[src/core/lmmx_pkg.sv]
package lmmx_pkg;

    // Opcode patterns on the upper byte of the instruction word
    localparam logic [7:0] LMMX_OP_LOAD_LIT = 8'h0E;  // 0000 1110 kkkk kkkk
    localparam logic [7:0] LMMX_OP_MUL_LIT = 8'h0D;   // 0000 1101 kkkk kkkk
    localparam logic [6:0] LMMX_OP_STORE = 7'h37;     // 0110 111a ffff ffff
    localparam logic [6:0] LMMX_OP_MUL_FILE = 7'h01;  // 0000 001a ffff ffff

    // Highest file address that switches to indexed literal offset mode
    localparam logic [7:0] LMMX_INDEXED_MAX = 8'h5F;

    // Reset values
    localparam logic [7:0] LMMX_ACC_RESET = 8'h00;
    localparam logic [7:0] LMMX_PROD_RESET = 8'h00;

    // Quarter phase of the instruction cycle, one-hot
    typedef enum logic [3:0] {
        LMMX_Q1 = 4'h1,
        LMMX_Q2 = 4'h2,
        LMMX_Q3 = 4'h4,
        LMMX_Q4 = 4'h8
    } lmmx_phase_t;

    // Instruction class found by the decoder
    typedef enum logic [4:0] {
        LMMX_K_NONE = 5'h01,
        LMMX_K_LOAD_LIT = 5'h02,
        LMMX_K_STORE = 5'h04,
        LMMX_K_MUL_LIT = 5'h08,
        LMMX_K_MUL_FILE = 5'h10
    } lmmx_kind_t;

    // Data memory addressing mode
    typedef enum logic [2:0] {
        LMMX_AM_ACCESS = 3'h1,
        LMMX_AM_BANKED = 3'h2,
        LMMX_AM_INDEXED = 3'h4
    } lmmx_amode_t;

    // Decoded instruction carried through the cycle
    typedef struct packed {
        lmmx_kind_t kind;
        lmmx_amode_t amode;
        logic [7:0] operand;
    } lmmx_decode_t;

    // Request toward the data memory
    typedef struct packed {
        logic rd;
        logic wr;
        lmmx_amode_t amode;
        logic [3:0] bank;
        logic [7:0] addr;
        logic [7:0] wdata;
    } lmmx_mem_req_t;

endpackage

[src/core/lmmx_decoder.sv]
`timescale 1ns/1ps
module lmmx_decoder
    import lmmx_pkg::*;
(
    input wire logic [15:0] instr,
    input wire logic ext_enable,
    output lmmx_decode_t dec
);

    logic access_bit; // Bank-access bit of register-operand forms
    assign access_bit = instr[8];

    // Decode opcode, then pick addressing mode for file operands
    always_comb begin
        dec.kind = LMMX_K_NONE;
        dec.operand = instr[7:0];
        if (instr[15:8] == LMMX_OP_LOAD_LIT) begin
            dec.kind = LMMX_K_LOAD_LIT;
        end else if (instr[15:8] == LMMX_OP_MUL_LIT) begin
            dec.kind = LMMX_K_MUL_LIT;
        end else if (instr[15:9] == LMMX_OP_STORE) begin
            dec.kind = LMMX_K_STORE;
        end else if (instr[15:9] == LMMX_OP_MUL_FILE) begin
            dec.kind = LMMX_K_MUL_FILE;
        end
        // Access bit, extended set and a low address pick the mode
        if (access_bit) begin
            dec.amode = LMMX_AM_BANKED;
        end else if (ext_enable && instr[7:0] <= LMMX_INDEXED_MAX) begin
            dec.amode = LMMX_AM_INDEXED;
        end else begin
            dec.amode = LMMX_AM_ACCESS;
        end
    end

endmodule

[src/core/lmmx_exec.sv]
`timescale 1ns/1ps
// Behaviour
// - Load literal opcode puts literal into accumulator
// - Store opcode copies accumulator to file
// - File address reaches all of 256-byte bank
// - Access bit picks access bank or banked
// - Extended set, clear bit, low address: indexed
// - Literal multiply opcode, unsigned accumulator times literal
// - File multiply opcode, unsigned accumulator times file
// - Product high and low bytes written
// - Multiplies leave accumulator and file unchanged
// - Multiplies touch no status flag
// - No overflow or carry for products
module lmmx_exec
    import lmmx_pkg::*;
(
    input wire logic CLOCK,
    input wire logic SRST,
    input wire logic [15:0] INSTR,
    input wire logic EXT_ENABLE,
    input wire logic [3:0] BANK_SELECT,
    input wire logic [7:0] MEM_RDATA,
    output lmmx_mem_req_t MEM_REQ,
    output logic [7:0] ACC,
    output logic [7:0] PRODUCT_HIGH_BYTE,
    output logic [7:0] PRODUCT_LOW_BYTE,
    output logic [3:0] PHASE,
    output logic DONE
);

    lmmx_phase_t phase; // Current quarter
    lmmx_phase_t next_phase;
    lmmx_decode_t dec_now; // Combinational decode of INSTR
    lmmx_decode_t held; // Decode captured in Q1
    lmmx_decode_t next_held;
    logic [7:0] operand; // Literal or file value read in Q2
    logic [7:0] next_operand;
    logic [15:0] result; // Product formed in Q3
    logic [15:0] next_result;
    logic [7:0] acc;
    logic [7:0] next_acc;
    logic [7:0] prod_hi;
    logic [7:0] next_prod_hi;
    logic [7:0] prod_lo;
    logic [7:0] next_prod_lo;
    lmmx_mem_req_t mem;
    lmmx_mem_req_t next_mem;
    logic done;
    logic next_done;

    // Opcode and address mode decoder
    lmmx_decoder u_dec (
        .instr(INSTR),
        .ext_enable(EXT_ENABLE),
        .dec(dec_now)
    );

    // Quarter sequencer: four phases per instruction
    always_comb begin
        case (phase)
            LMMX_Q1: next_phase = LMMX_Q2;
            LMMX_Q2: next_phase = LMMX_Q3;
            LMMX_Q3: next_phase = LMMX_Q4;
            LMMX_Q4: next_phase = LMMX_Q1;
            default: next_phase = LMMX_Q1;
        endcase
    end

    // Datapath next values, one step per quarter
    // The file read goes out at the end of Q1 so that its data is
    // settled on the read bus before the edge that leaves Q2
    always_comb begin
        next_held = held;
        next_operand = operand;
        next_result = result;
        next_acc = acc;
        next_prod_hi = prod_hi;
        next_prod_lo = prod_lo;
        // Read and write strobes drop unless a quarter raises them
        next_mem = '0;
        next_mem.amode = held.amode;
        next_mem.bank = BANK_SELECT;
        next_mem.addr = held.operand;
        next_done = 1'b0;
        case (phase)
            // Decode: latch instruction
            LMMX_Q1: begin
                next_held = dec_now;
                next_mem.amode = dec_now.amode;
                next_mem.addr = dec_now.operand;
                // Issue file read so data is back by Q3
                next_mem.rd = (dec_now.kind == LMMX_K_MUL_FILE);
            end
            // Read: literal from instruction, or file value
            LMMX_Q2: begin
                if (held.kind == LMMX_K_MUL_FILE) begin
                    next_operand = MEM_RDATA;
                end else begin
                    next_operand = held.operand;
                end
            end
            // Process: unsigned 8x8 always fits 16 bits, so no carry out
            LMMX_Q3: begin
                next_result = {8'h00, acc} * {8'h00, operand};
                if (held.kind == LMMX_K_STORE) begin
                    next_mem.wr = 1'b1;
                    next_mem.wdata = acc;
                end
            end
            // Write destination; this block keeps no status flags
            LMMX_Q4: begin
                next_done = 1'b1;
                case (held.kind)
                    LMMX_K_LOAD_LIT: next_acc = operand;
                    LMMX_K_MUL_LIT, LMMX_K_MUL_FILE: begin
                        next_prod_hi = result[15:8];
                        next_prod_lo = result[7:0];
                    end
                    default: next_acc = acc;
                endcase
            end
            default: next_held = held;
        endcase
    end

    // Register all state
    always_ff @(posedge CLOCK) begin
        if (SRST) begin
            phase <= LMMX_Q1;
            held <= '{kind: LMMX_K_NONE, amode: LMMX_AM_ACCESS, operand: 8'h00};
            operand <= 8'h00;
            result <= 16'h0000;
            acc <= LMMX_ACC_RESET;
            prod_hi <= LMMX_PROD_RESET;
            prod_lo <= LMMX_PROD_RESET;
            mem <= '0;
            done <= 1'b0;
        end else begin
            phase <= next_phase;
            held <= next_held;
            operand <= next_operand;
            result <= next_result;
            acc <= next_acc;
            prod_hi <= next_prod_hi;
            prod_lo <= next_prod_lo;
            mem <= next_mem;
            done <= next_done;
        end
    end

    // Outputs come straight from the registers above
    assign MEM_REQ = mem;
    assign ACC = acc;
    assign PRODUCT_HIGH_BYTE = prod_hi;
    assign PRODUCT_LOW_BYTE = prod_lo;
    assign PHASE = phase;
    assign DONE = done;

    // Assertions
    mul_acc_kept_a: assert property (@(posedge CLOCK) disable iff (SRST)
        (phase == LMMX_Q4 && (held.kind == LMMX_K_MUL_LIT || held.kind == LMMX_K_MUL_FILE))
        |=> acc == $past(acc))
        else $error("multiply changed accumulator");
    mul_no_write_a: assert property (@(posedge CLOCK) disable iff (SRST)
        mem.wr |-> held.kind == LMMX_K_STORE)
        else $error("memory write outside store");
    prod_value_a: assert property (@(posedge CLOCK) disable iff (SRST)
        (phase == LMMX_Q2 && (held.kind == LMMX_K_MUL_LIT || held.kind == LMMX_K_MUL_FILE))
        |=> ##2 {prod_hi, prod_lo} == $past(acc, 3) * $past(operand, 2))
        else $error("product pair wrong");
    load_value_a: assert property (@(posedge CLOCK) disable iff (SRST)
        (phase == LMMX_Q1 && dec_now.kind == LMMX_K_LOAD_LIT)
        |=> ##3 acc == $past(INSTR[7:0], 4))
        else $error("literal not loaded");
    store_write_a: assert property (@(posedge CLOCK) disable iff (SRST)
        (phase == LMMX_Q3 && held.kind == LMMX_K_STORE)
        |=> mem.wr && mem.wdata == $past(acc) && mem.addr == held.operand)
        else $error("store write wrong");
    phase_ring_a: assert property (@(posedge CLOCK) disable iff (SRST)
        phase == LMMX_Q1 |=> phase == LMMX_Q2 ##1 phase == LMMX_Q3 ##1 phase == LMMX_Q4)
        else $error("quarter sequence broken");
    done_q4_a: assert property (@(posedge CLOCK) disable iff (SRST)
        done |-> phase == LMMX_Q1 && $past(phase) == LMMX_Q4)
        else $error("done out of step");
    indexed_mode_a: assert property (@(posedge CLOCK) disable iff (SRST)
        (phase == LMMX_Q1 && !INSTR[8] && EXT_ENABLE && INSTR[7:0] <= LMMX_INDEXED_MAX)
        |=> held.amode == LMMX_AM_INDEXED)
        else $error("indexed mode missed");
    banked_mode_a: assert property (@(posedge CLOCK) disable iff (SRST)
        (phase == LMMX_Q1 && INSTR[8]) |=> held.amode == LMMX_AM_BANKED)
        else $error("banked mode missed");
    load_prod_kept_a: assert property (@(posedge CLOCK) disable iff (SRST)
        (phase == LMMX_Q4 && held.kind == LMMX_K_LOAD_LIT) |=> $stable(prod_lo))
        else $error("load touched product");

    // Read path, operand capture, request, address mode, store and retire checks
    read_q2_a: assert property (@(posedge CLOCK) disable iff (SRST)
        mem.rd |-> phase == LMMX_Q2 && held.kind == LMMX_K_MUL_FILE)
        else $error("file read out of step");
    file_operand_a: assert property (@(posedge CLOCK) disable iff (SRST)
        (phase == LMMX_Q2 && held.kind == LMMX_K_MUL_FILE) |=> operand == $past(MEM_RDATA))
        else $error("file operand not captured");
    lit_operand_a: assert property (@(posedge CLOCK) disable iff (SRST)
        (phase == LMMX_Q2 && held.kind == LMMX_K_MUL_LIT) |=> operand == held.operand)
        else $error("literal operand not captured");
    access_mode_a: assert property (@(posedge CLOCK) disable iff (SRST)
        (phase == LMMX_Q1 && !INSTR[8] && !(EXT_ENABLE && INSTR[7:0] <= LMMX_INDEXED_MAX))
        |=> held.amode == LMMX_AM_ACCESS)
        else $error("access bank mode missed");
    req_bank_a: assert property (@(posedge CLOCK) disable iff (SRST)
        (mem.rd || mem.wr) |-> mem.bank == $past(BANK_SELECT))
        else $error("request bank wrong");
    store_kept_a: assert property (@(posedge CLOCK) disable iff (SRST)
        (phase == LMMX_Q4 && held.kind == LMMX_K_STORE)
        |=> $stable(acc) && $stable(prod_hi) && $stable(prod_lo))
        else $error("store touched registers");
    done_pulse_a: assert property (@(posedge CLOCK) disable iff (SRST)
        done |=> !done)
        else $error("retire pulse too long");

    // Main scenarios worth seeing in a run
    cover_load_c: cover property (@(posedge CLOCK) done && $past(held.kind) == LMMX_K_LOAD_LIT);
    cover_indexed_c: cover property (@(posedge CLOCK) mem.wr && mem.amode == LMMX_AM_INDEXED);
    cover_store_c: cover property (@(posedge CLOCK) mem.wr);
    cover_mul_file_c: cover property (@(posedge CLOCK) done && held.kind == LMMX_K_MUL_FILE);
    cover_zero_c: cover property (@(posedge CLOCK) done && prod_hi == 8'h00 && prod_lo == 8'h00
        && held.kind == LMMX_K_MUL_LIT);

endmodule

[config.mk]
export PLATFORM = sky130hd
export DESIGN_NAME = lmmx_exec
export DESIGN_NICKNAME = d
export VERILOG_FILES = /design/src/core/lmmx_pkg.sv /design/src/core/lmmx_decoder.sv /design/src/core/lmmx_exec.sv
export SDC_FILE = /design/constraint.sdc
export NUM_CORES = 1
export LEC_CHECK = 0
export BUFFER_PORTS_ARGS = -buffer_cell sky130_fd_sc_hd__buf_2
export CORE_MARGIN = 4
export CORE_UTILIZATION = 30
export CTS_BUF_LIST = sky130_fd_sc_hd__clkbuf_4 sky130_fd_sc_hd__clkbuf_8
export DETAILED_ROUTE_END_ITERATION = 16
export PLACE_DENSITY = 0.45
export SYNTH_ARGS = -nofsm -noshare
export SYNTH_HDL_FRONTEND = slang
export SYNTH_SLANG_ARGS = --single-unit
[constraint.sdc]
create_clock -name CLOCK -period 9.2 [get_ports CLOCK]
set_clock_uncertainty 0.2 [all_clocks]
set_input_delay 0 -clock CLOCK [delete_from_list [all_inputs] [get_ports CLOCK]]
set_output_delay 0 -clock CLOCK [all_outputs]
set_load 0.01 [all_outputs]
==> summary.txt, run 1 <==
maximum number of pins on one net before global-route repair - 68
maximum vdd drop - 0.0000863 V
number of antenna diodes - 0
clk_lat worst skew - 0.39 ns
Die X - 141 um
Boundary Pins - 85
Initial Util - 0.308
Reg2Reg Depth - 14
Syn. warnings - 0
final WL - 13.2 mm
slew at the pin closest to its max-slew limit - 1.22 ns
Power Dens Cells - 133 nW/um2
via/cell ratio - 4.55
core region area - 17400 um2
fin. max-slew vios - 0
Area Overhead vs Synth - 22.1%
vias in the first global route - 4354
Primary FF master, synth - dfxtp_1
Critical R2R Launch - ACC[0]$_SDFFE_PP0P_
TritonCTS clock tree - built
H-tree levels - 3
Pre-antenna DRT Iters - 4
Fin Setup TNS - 0 ns
Clock Tree Buf Depth - 2
Vias - 4115
Post-Syn Instances - 573
leading area contributor after synthesis - dfxtp_1
NumNets Final - 778
register area - 1880 um2
Congestion Overflow GR - 0
Die ar. - 20000 um2
min-delay src - SRST
Hold Vio Cnt, Final - 0
fin crit share - 0.529
syn_nets - 676
critical path arrival - 4.96 ns
post-DP HPWL - 9.68 mm
DRC - 0
Synth top area share - 0.353
Rel. slew slack - 0.184
final core utilization - 0.375
number of fill cells in the layout - 1785
leakage - 3.01 nW
Worst Setup End Kind - register
number of post-CTS setup repair buffers - 0
Mapped Area - 5340 um2
Post-synth EDFFs - 0
Inserted Clock Buffers - 9
# clock sinks - 94
Final Critical Period - 4.87 ns
gpl congestion - 0.834
Post-synth top cells - 94 x dfxtp_1, 71 x nand2_1, 53 x inv_1
status - finished, final reports clean
Worst Path Class, Setup - register to register
initial antenna violation count - 0
starting DRC count in detailed routing - 188
Hold Crit Depth - 3
layout cells sized above 1 - 0.169
Mean Syn Cell Area - 9.32 um2
Max Freq - 205 MHz
FF-to-FF End - result[11]$_SDFFE_PP0P_
register area share after synthesis - 0.353
top-count cell post-synth - dfxtp_1
final setup violation count - 0
Clock Tree Root - clkbuf_8
Post-DRT Antenna Nets - 0
CP Launch Type - register
number of synthesized register bits - 94
first-pass GRT wire length - 22.3 mm
leading post-synthesis cells by cell area - dfxtp_1 35%, fa_1 14%, ha_1 8.4%
Synth async-reset ratio - 0
Port Buffers - 84
post-CTS sizing - 0
max cap viols - 0
Hold Path Class - primary input to register
RSZ-0062 raised after global routing - no
CP required - 9.29 ns
r2r setup slk - 4.33 ns
post-synth cell types - 50
row count - 48
crit-path max FO - 11
clock slew at reported path FFs - 0.10 ns
Overall Global Routing Usage - 0.139
post-DR wirelength/cell - 14.6 um
worst hold endpoint - PRODUCT_HIGH_BYTE[3]$_SDFFE_PP0P_
multi-input logic area - 3120 um2
height of the die - 141 um
==> metrics by stage <==
stage	power [mW]	hold slack (ns)	worst slack, ns	instances	instance area, um2
final	0.867	0.0308	4.33	905	6520
after global routing	0.907	0.0632	4.05	905	6520
after CTS	0.881	0.0485	4.31	905	6520
after detailed placement	0.531	0.0163	4.36	854	5930
after global placement	0.531	0.00796	4.46	854	5930
after floorplan	0.499	-0.129	4.68	573	5340
==> cell type report <==
cell class                      instances  share of cell area
Clock buffer                           11              0.0232
Clock inverter                          5              0.0134
Inverter                               54              0.0311
Multi-Input combinational cell        394               0.478
Sequential cell                        94               0.289
Tap cell                              225              0.0432
Timing Repair Buffer                  122               0.122
==> worst max-delay path by stage <==
stage                                    endpoint                 from  slack (ns)  cells after the start
final                     result[11]$_SDFFE_PP0P_  ACC[0]$_SDFFE_PP0P_        4.33                     14
after CTS                 result[11]$_SDFFE_PP0P_  ACC[0]$_SDFFE_PP0P_        4.31                     14
after floorplan           result[11]$_SDFFE_PP0P_  ACC[0]$_SDFFE_PP0P_        4.68                     15
after global routing      result[11]$_SDFFE_PP0P_  ACC[0]$_SDFFE_PP0P_        4.05                     14
after detailed placement  result[11]$_SDFFE_PP0P_  ACC[0]$_SDFFE_PP0P_        4.36                     14
after global placement    result[11]$_SDFFE_PP0P_  ACC[0]$_SDFFE_PP0P_        4.46                     14
==> cells by family after synthesis <==
family | synth area share
buf+inv | 0.0661
mux | 0.0600
fa+ha+maj | 0.219
xor+xnor | 0.0115
compound gates | 0.0804
simple gates | 0.210
flops | 0.353
==> cells in the final DEF, fill, tap and decap left out, types with 2 or more instances in the layout <==
master,netlist,layout
dfxtp_1,94,94
buf_2,8,84
nand2_1,71,71
inv_1,53,53
and2_1,49,49
nor2_1,46,46
fa_1,36,36
ha_1,36,36
dlygate4sd3_1,0,35
mux2i_1,32,32
a21oi_1,30,30
a211oi_1,13,13
clkbuf_8,0,11
nand3_1,8,8
nor4_1,7,7
o21ai_0,7,7
nor3_1,5,5
nor2b_1,5,5
a21o_1,4,4
xor2_1,4,4
and3_1,3,3
nand2b_1,3,3
xnor2_1,3,3
nor4b_2,3,3
buf_4,2,3
o211ai_1,2,2
a32o_1,2,2
a31oi_1,2,2
nor4_2,2,2
nor4b_4,1,2
bufinv_16,0,2
==> power by group <==
group          switching (mW)  internal (mW)
Clock                   0.163          0.171
Sequential             0.0192          0.426
Combinational          0.0492         0.0377
==> registers in the layout (all words and copies together), names as in the netlist <==
signal / flops
ACC: 8
PRODUCT_HIGH_BYTE: 8
DONE: 1
PHASE: 4
held: 16
MEM_REQ: 25
operand: 8
result: 16
PRODUCT_LOW_BYTE: 8
==> critical path: stages, from the launching register on <==
cell	delay (ns)
dfxtp_1	0.57
nand2_1	0.16
fa_1	0.53
fa_1	0.56
inv_1	0.06
fa_1	0.54
inv_1	0.06
fa_1	0.53
inv_1	0.04
ha_1	0.35
nand2_1	0.07
a211oi_1	0.33
o21ai_0	0.25
and4_1	0.25
a311o_1	0.26
==> what timing repair did <==
item                       CTS  global route
setup endpoints to repair    0             0
hold buffers                35             0
hold endpoints to repair    40             0
==> layer usage <==
metal  track usage  routed length, um
met1         0.186               6410
met2         0.227               6000
met3        0.0377                646
met4        0.0298                121
met5             0                  0
(Power assumes the default switching activity.)
==> run 2: changes to the inputs <==
--- a/config.mk
+++ b/config.mk
@@ -10,7 +10,7 @@
 export CORE_UTILIZATION = 30
 export CTS_BUF_LIST = sky130_fd_sc_hd__clkbuf_4 sky130_fd_sc_hd__clkbuf_8
 export DETAILED_ROUTE_END_ITERATION = 16
-export PLACE_DENSITY = 0.45
+export PLACE_DENSITY = 0.46
 export SYNTH_ARGS = -nofsm -noshare
 export SYNTH_HDL_FRONTEND = slang
 export SYNTH_SLANG_ARGS = --single-unit
==> constraint.sdc (replaced) <==
create_clock -name CLOCK -period 4.1 [get_ports CLOCK]
set_clock_uncertainty 0.2 [all_clocks]
set_input_delay 0 -clock CLOCK [delete_from_list [all_inputs] [get_ports CLOCK]]
set_output_delay 0 -clock CLOCK [all_outputs]
set_load 0.01 [all_outputs]
==> summary.txt, run 2 (synthesis gave the netlist of run 1 again) <==
status - finished, violations left
leakage - 3.26 nW
Initial Util - 0.308
max reg flops - 25
clk_lat worst skew - 0.38 ns
Power Dens Cells - 260 nW/um2
Fin Hold WS - 0.166 ns
Area Overhead vs Synth - 31.3%
core region area - 17400 um2
post-DR wirelength/cell - 14.9 um
vias in the first global route - 4722
final WL - 14.2 mm
Clock Tree Root - clkbuf_8
TritonCTS clock tree - built
Die ar. - 20000 um2
Clock Tree Buf Depth - 2
critical path arrival - 4.29 ns
final core utilization - 0.404
Hold Crit Depth - 3
via/cell ratio - 4.62
CP Launch Type - register
slew at the pin closest to its max-slew limit - 1.19 ns
final setup violation count - 6
Finished Layout Cells - 954
most frequent cells in the layout - 84 x buf_2, 82 x dfxtp_1, 70 x nand2_1, 51 x buf_4, 50 x inv_1
layout cells sized above 1 - 0.276
Inserted Clock Buffers - 9
Port Buffers - 84
Hold Vio Cnt, Final - 0
Congestion Overflow GR - 0
Worst Setup End Kind - register
Critical R2R Launch - operand[4]$_SDFFE_PP0N_
row count - 48
starting DRC count in detailed routing - 108
H-tree levels - 3
worst hold endpoint - MEM_REQ[19]$_SDFF_PP0_
Rel. slew slack - 0.207
Overall Global Routing Usage - 0.148
height of the die - 141 um
failing checks - setup timing
CP required - 4.20 ns
Hold Path Class - primary input to register
first-pass GRT wire length - 23.6 mm
Boundary Pins - 85
fin. max-slew vios - 0
Max Freq - 239 MHz
post-DP HPWL - 10.7 mm
initial antenna violation count - 0
Vias - 4404
clock slew at reported path FFs - 0.09 ns
number of antenna diodes - 0
FF-to-FF End - result[14]$_SDFFE_PP0P_
Post-DRT Antenna Nets - 0
Reg2Reg Depth - 15
DRC - 0
r2r setup slk - -0.09 ns
Die X - 141 um
NumNets Final - 827
leading cell type in the layout, fill and taps excluded - buf_2
Fin Setup TNS - -0.253 ns
gpl congestion - 0.826
RSZ-0062 raised after global routing - yes
# clock sinks - 94
maximum vdd drop - 0.000241 V
maximum number of pins on one net before global-route repair - 67
Pre-antenna DRT Iters - 5
Worst Path Class, Setup - register to register
min-delay src - BANK_SELECT[3]
cell count after placement - 896
max cap viols - 0
crit-path max FO - 4
worst setup margin - -0.0878 ns
Final Critical Period - 4.19 ns
fin crit share - 1.02
Power Total - 1.82 mW
run 2: critical path, cell delays in order (launching register included):
cell and delay, ns:
dfxtp_4 0.37, and2_4 0.16, fa_1 0.53, inv_1 0.05, fa_1 0.50, inv_2 0.05, fa_1 0.50, inv_2 0.04
fa_1 0.49, inv_2 0.05, ha_4 0.28, o211ai_1 0.10, o211ai_1 0.23, nand2_1 0.15, a211oi_2 0.20, nor4b_2 0.20
run 2: worst max path at each step:
stage	slack [ns]	to	depth (start not counted)	from
3_5_place_dp	-0.20	result[11]$_SDFFE_PP0P_	13	operand[6]$_SDFFE_PP0N_
3_3_place_gp	-0.14	result[11]$_SDFFE_PP0P_	12	operand[7]$_SDFFE_PP0N_
4_1_cts	-0.14	result[14]$_SDFFE_PP0P_	15	operand[4]$_SDFFE_PP0N_
5_1_grt	-0.28	result[14]$_SDFFE_PP0P_	15	operand[4]$_SDFFE_PP0N_
6_report	-0.09	result[14]$_SDFFE_PP0P_	15	operand[4]$_SDFFE_PP0N_
2_1_floorplan	-0.008	result[11]$_SDFFE_PP0P_	16	ACC[5]$_SDFFE_PP0P_
run 2: layer usage:
metal	vias up	wire length [um]	part of all wire	track usage
li1	2182	-	-	-
met1	2110	6430	0.45	0.191
met2	107	6920	0.49	0.253
met3	5	748	0.053	0.0388
met4	0	90	0.0063	0.0283
met5	-	0	0	0
run 2: repair_timing:
| item | 4_1_cts | 5_1_grt |
|---|---|---|
| buffers inserted | 5 | 2 |
| pin swaps | 19 | 12 |
| gates resized for setup | 17 | 14 |
| setup endpoints to repair | 8 | 9 |
| hold endpoints to repair | 46 | 0 |
| hold buffers | 35 | 0 |
run 2: metrics by stage:
step,area (um2),setup slack [ns]
detailed placement,6320,-0.199
floorplan,5470,-0.00824
finish,7010,-0.0878
CTS,6950,-0.136
global route,7010,-0.282
global placement,6320,-0.136
run 2: report_power, final:
| group | switching [mW] | internal [mW] | total [mW] |
|---|---|---|---|
| clock | 0.346 | 0.255 | 0.601 |
| combinational | 0.124 | 0.100 | 0.224 |
| sequential | 0.0372 | 0.957 | 0.994 |
| total | 0.508 | 1.31 | 1.82 |
run 2: area by class of cell:
class | instances | area [um2]
clock buffers | 12 | 153
clock inverters | 4 | 30.0
fillers | 1723 | 10300
inverters | 54 | 203
multi-input cells | 394 | 3260
flip-flops and latches | 94 | 1910
well taps | 225 | 282
repair buffers | 171 | 1170
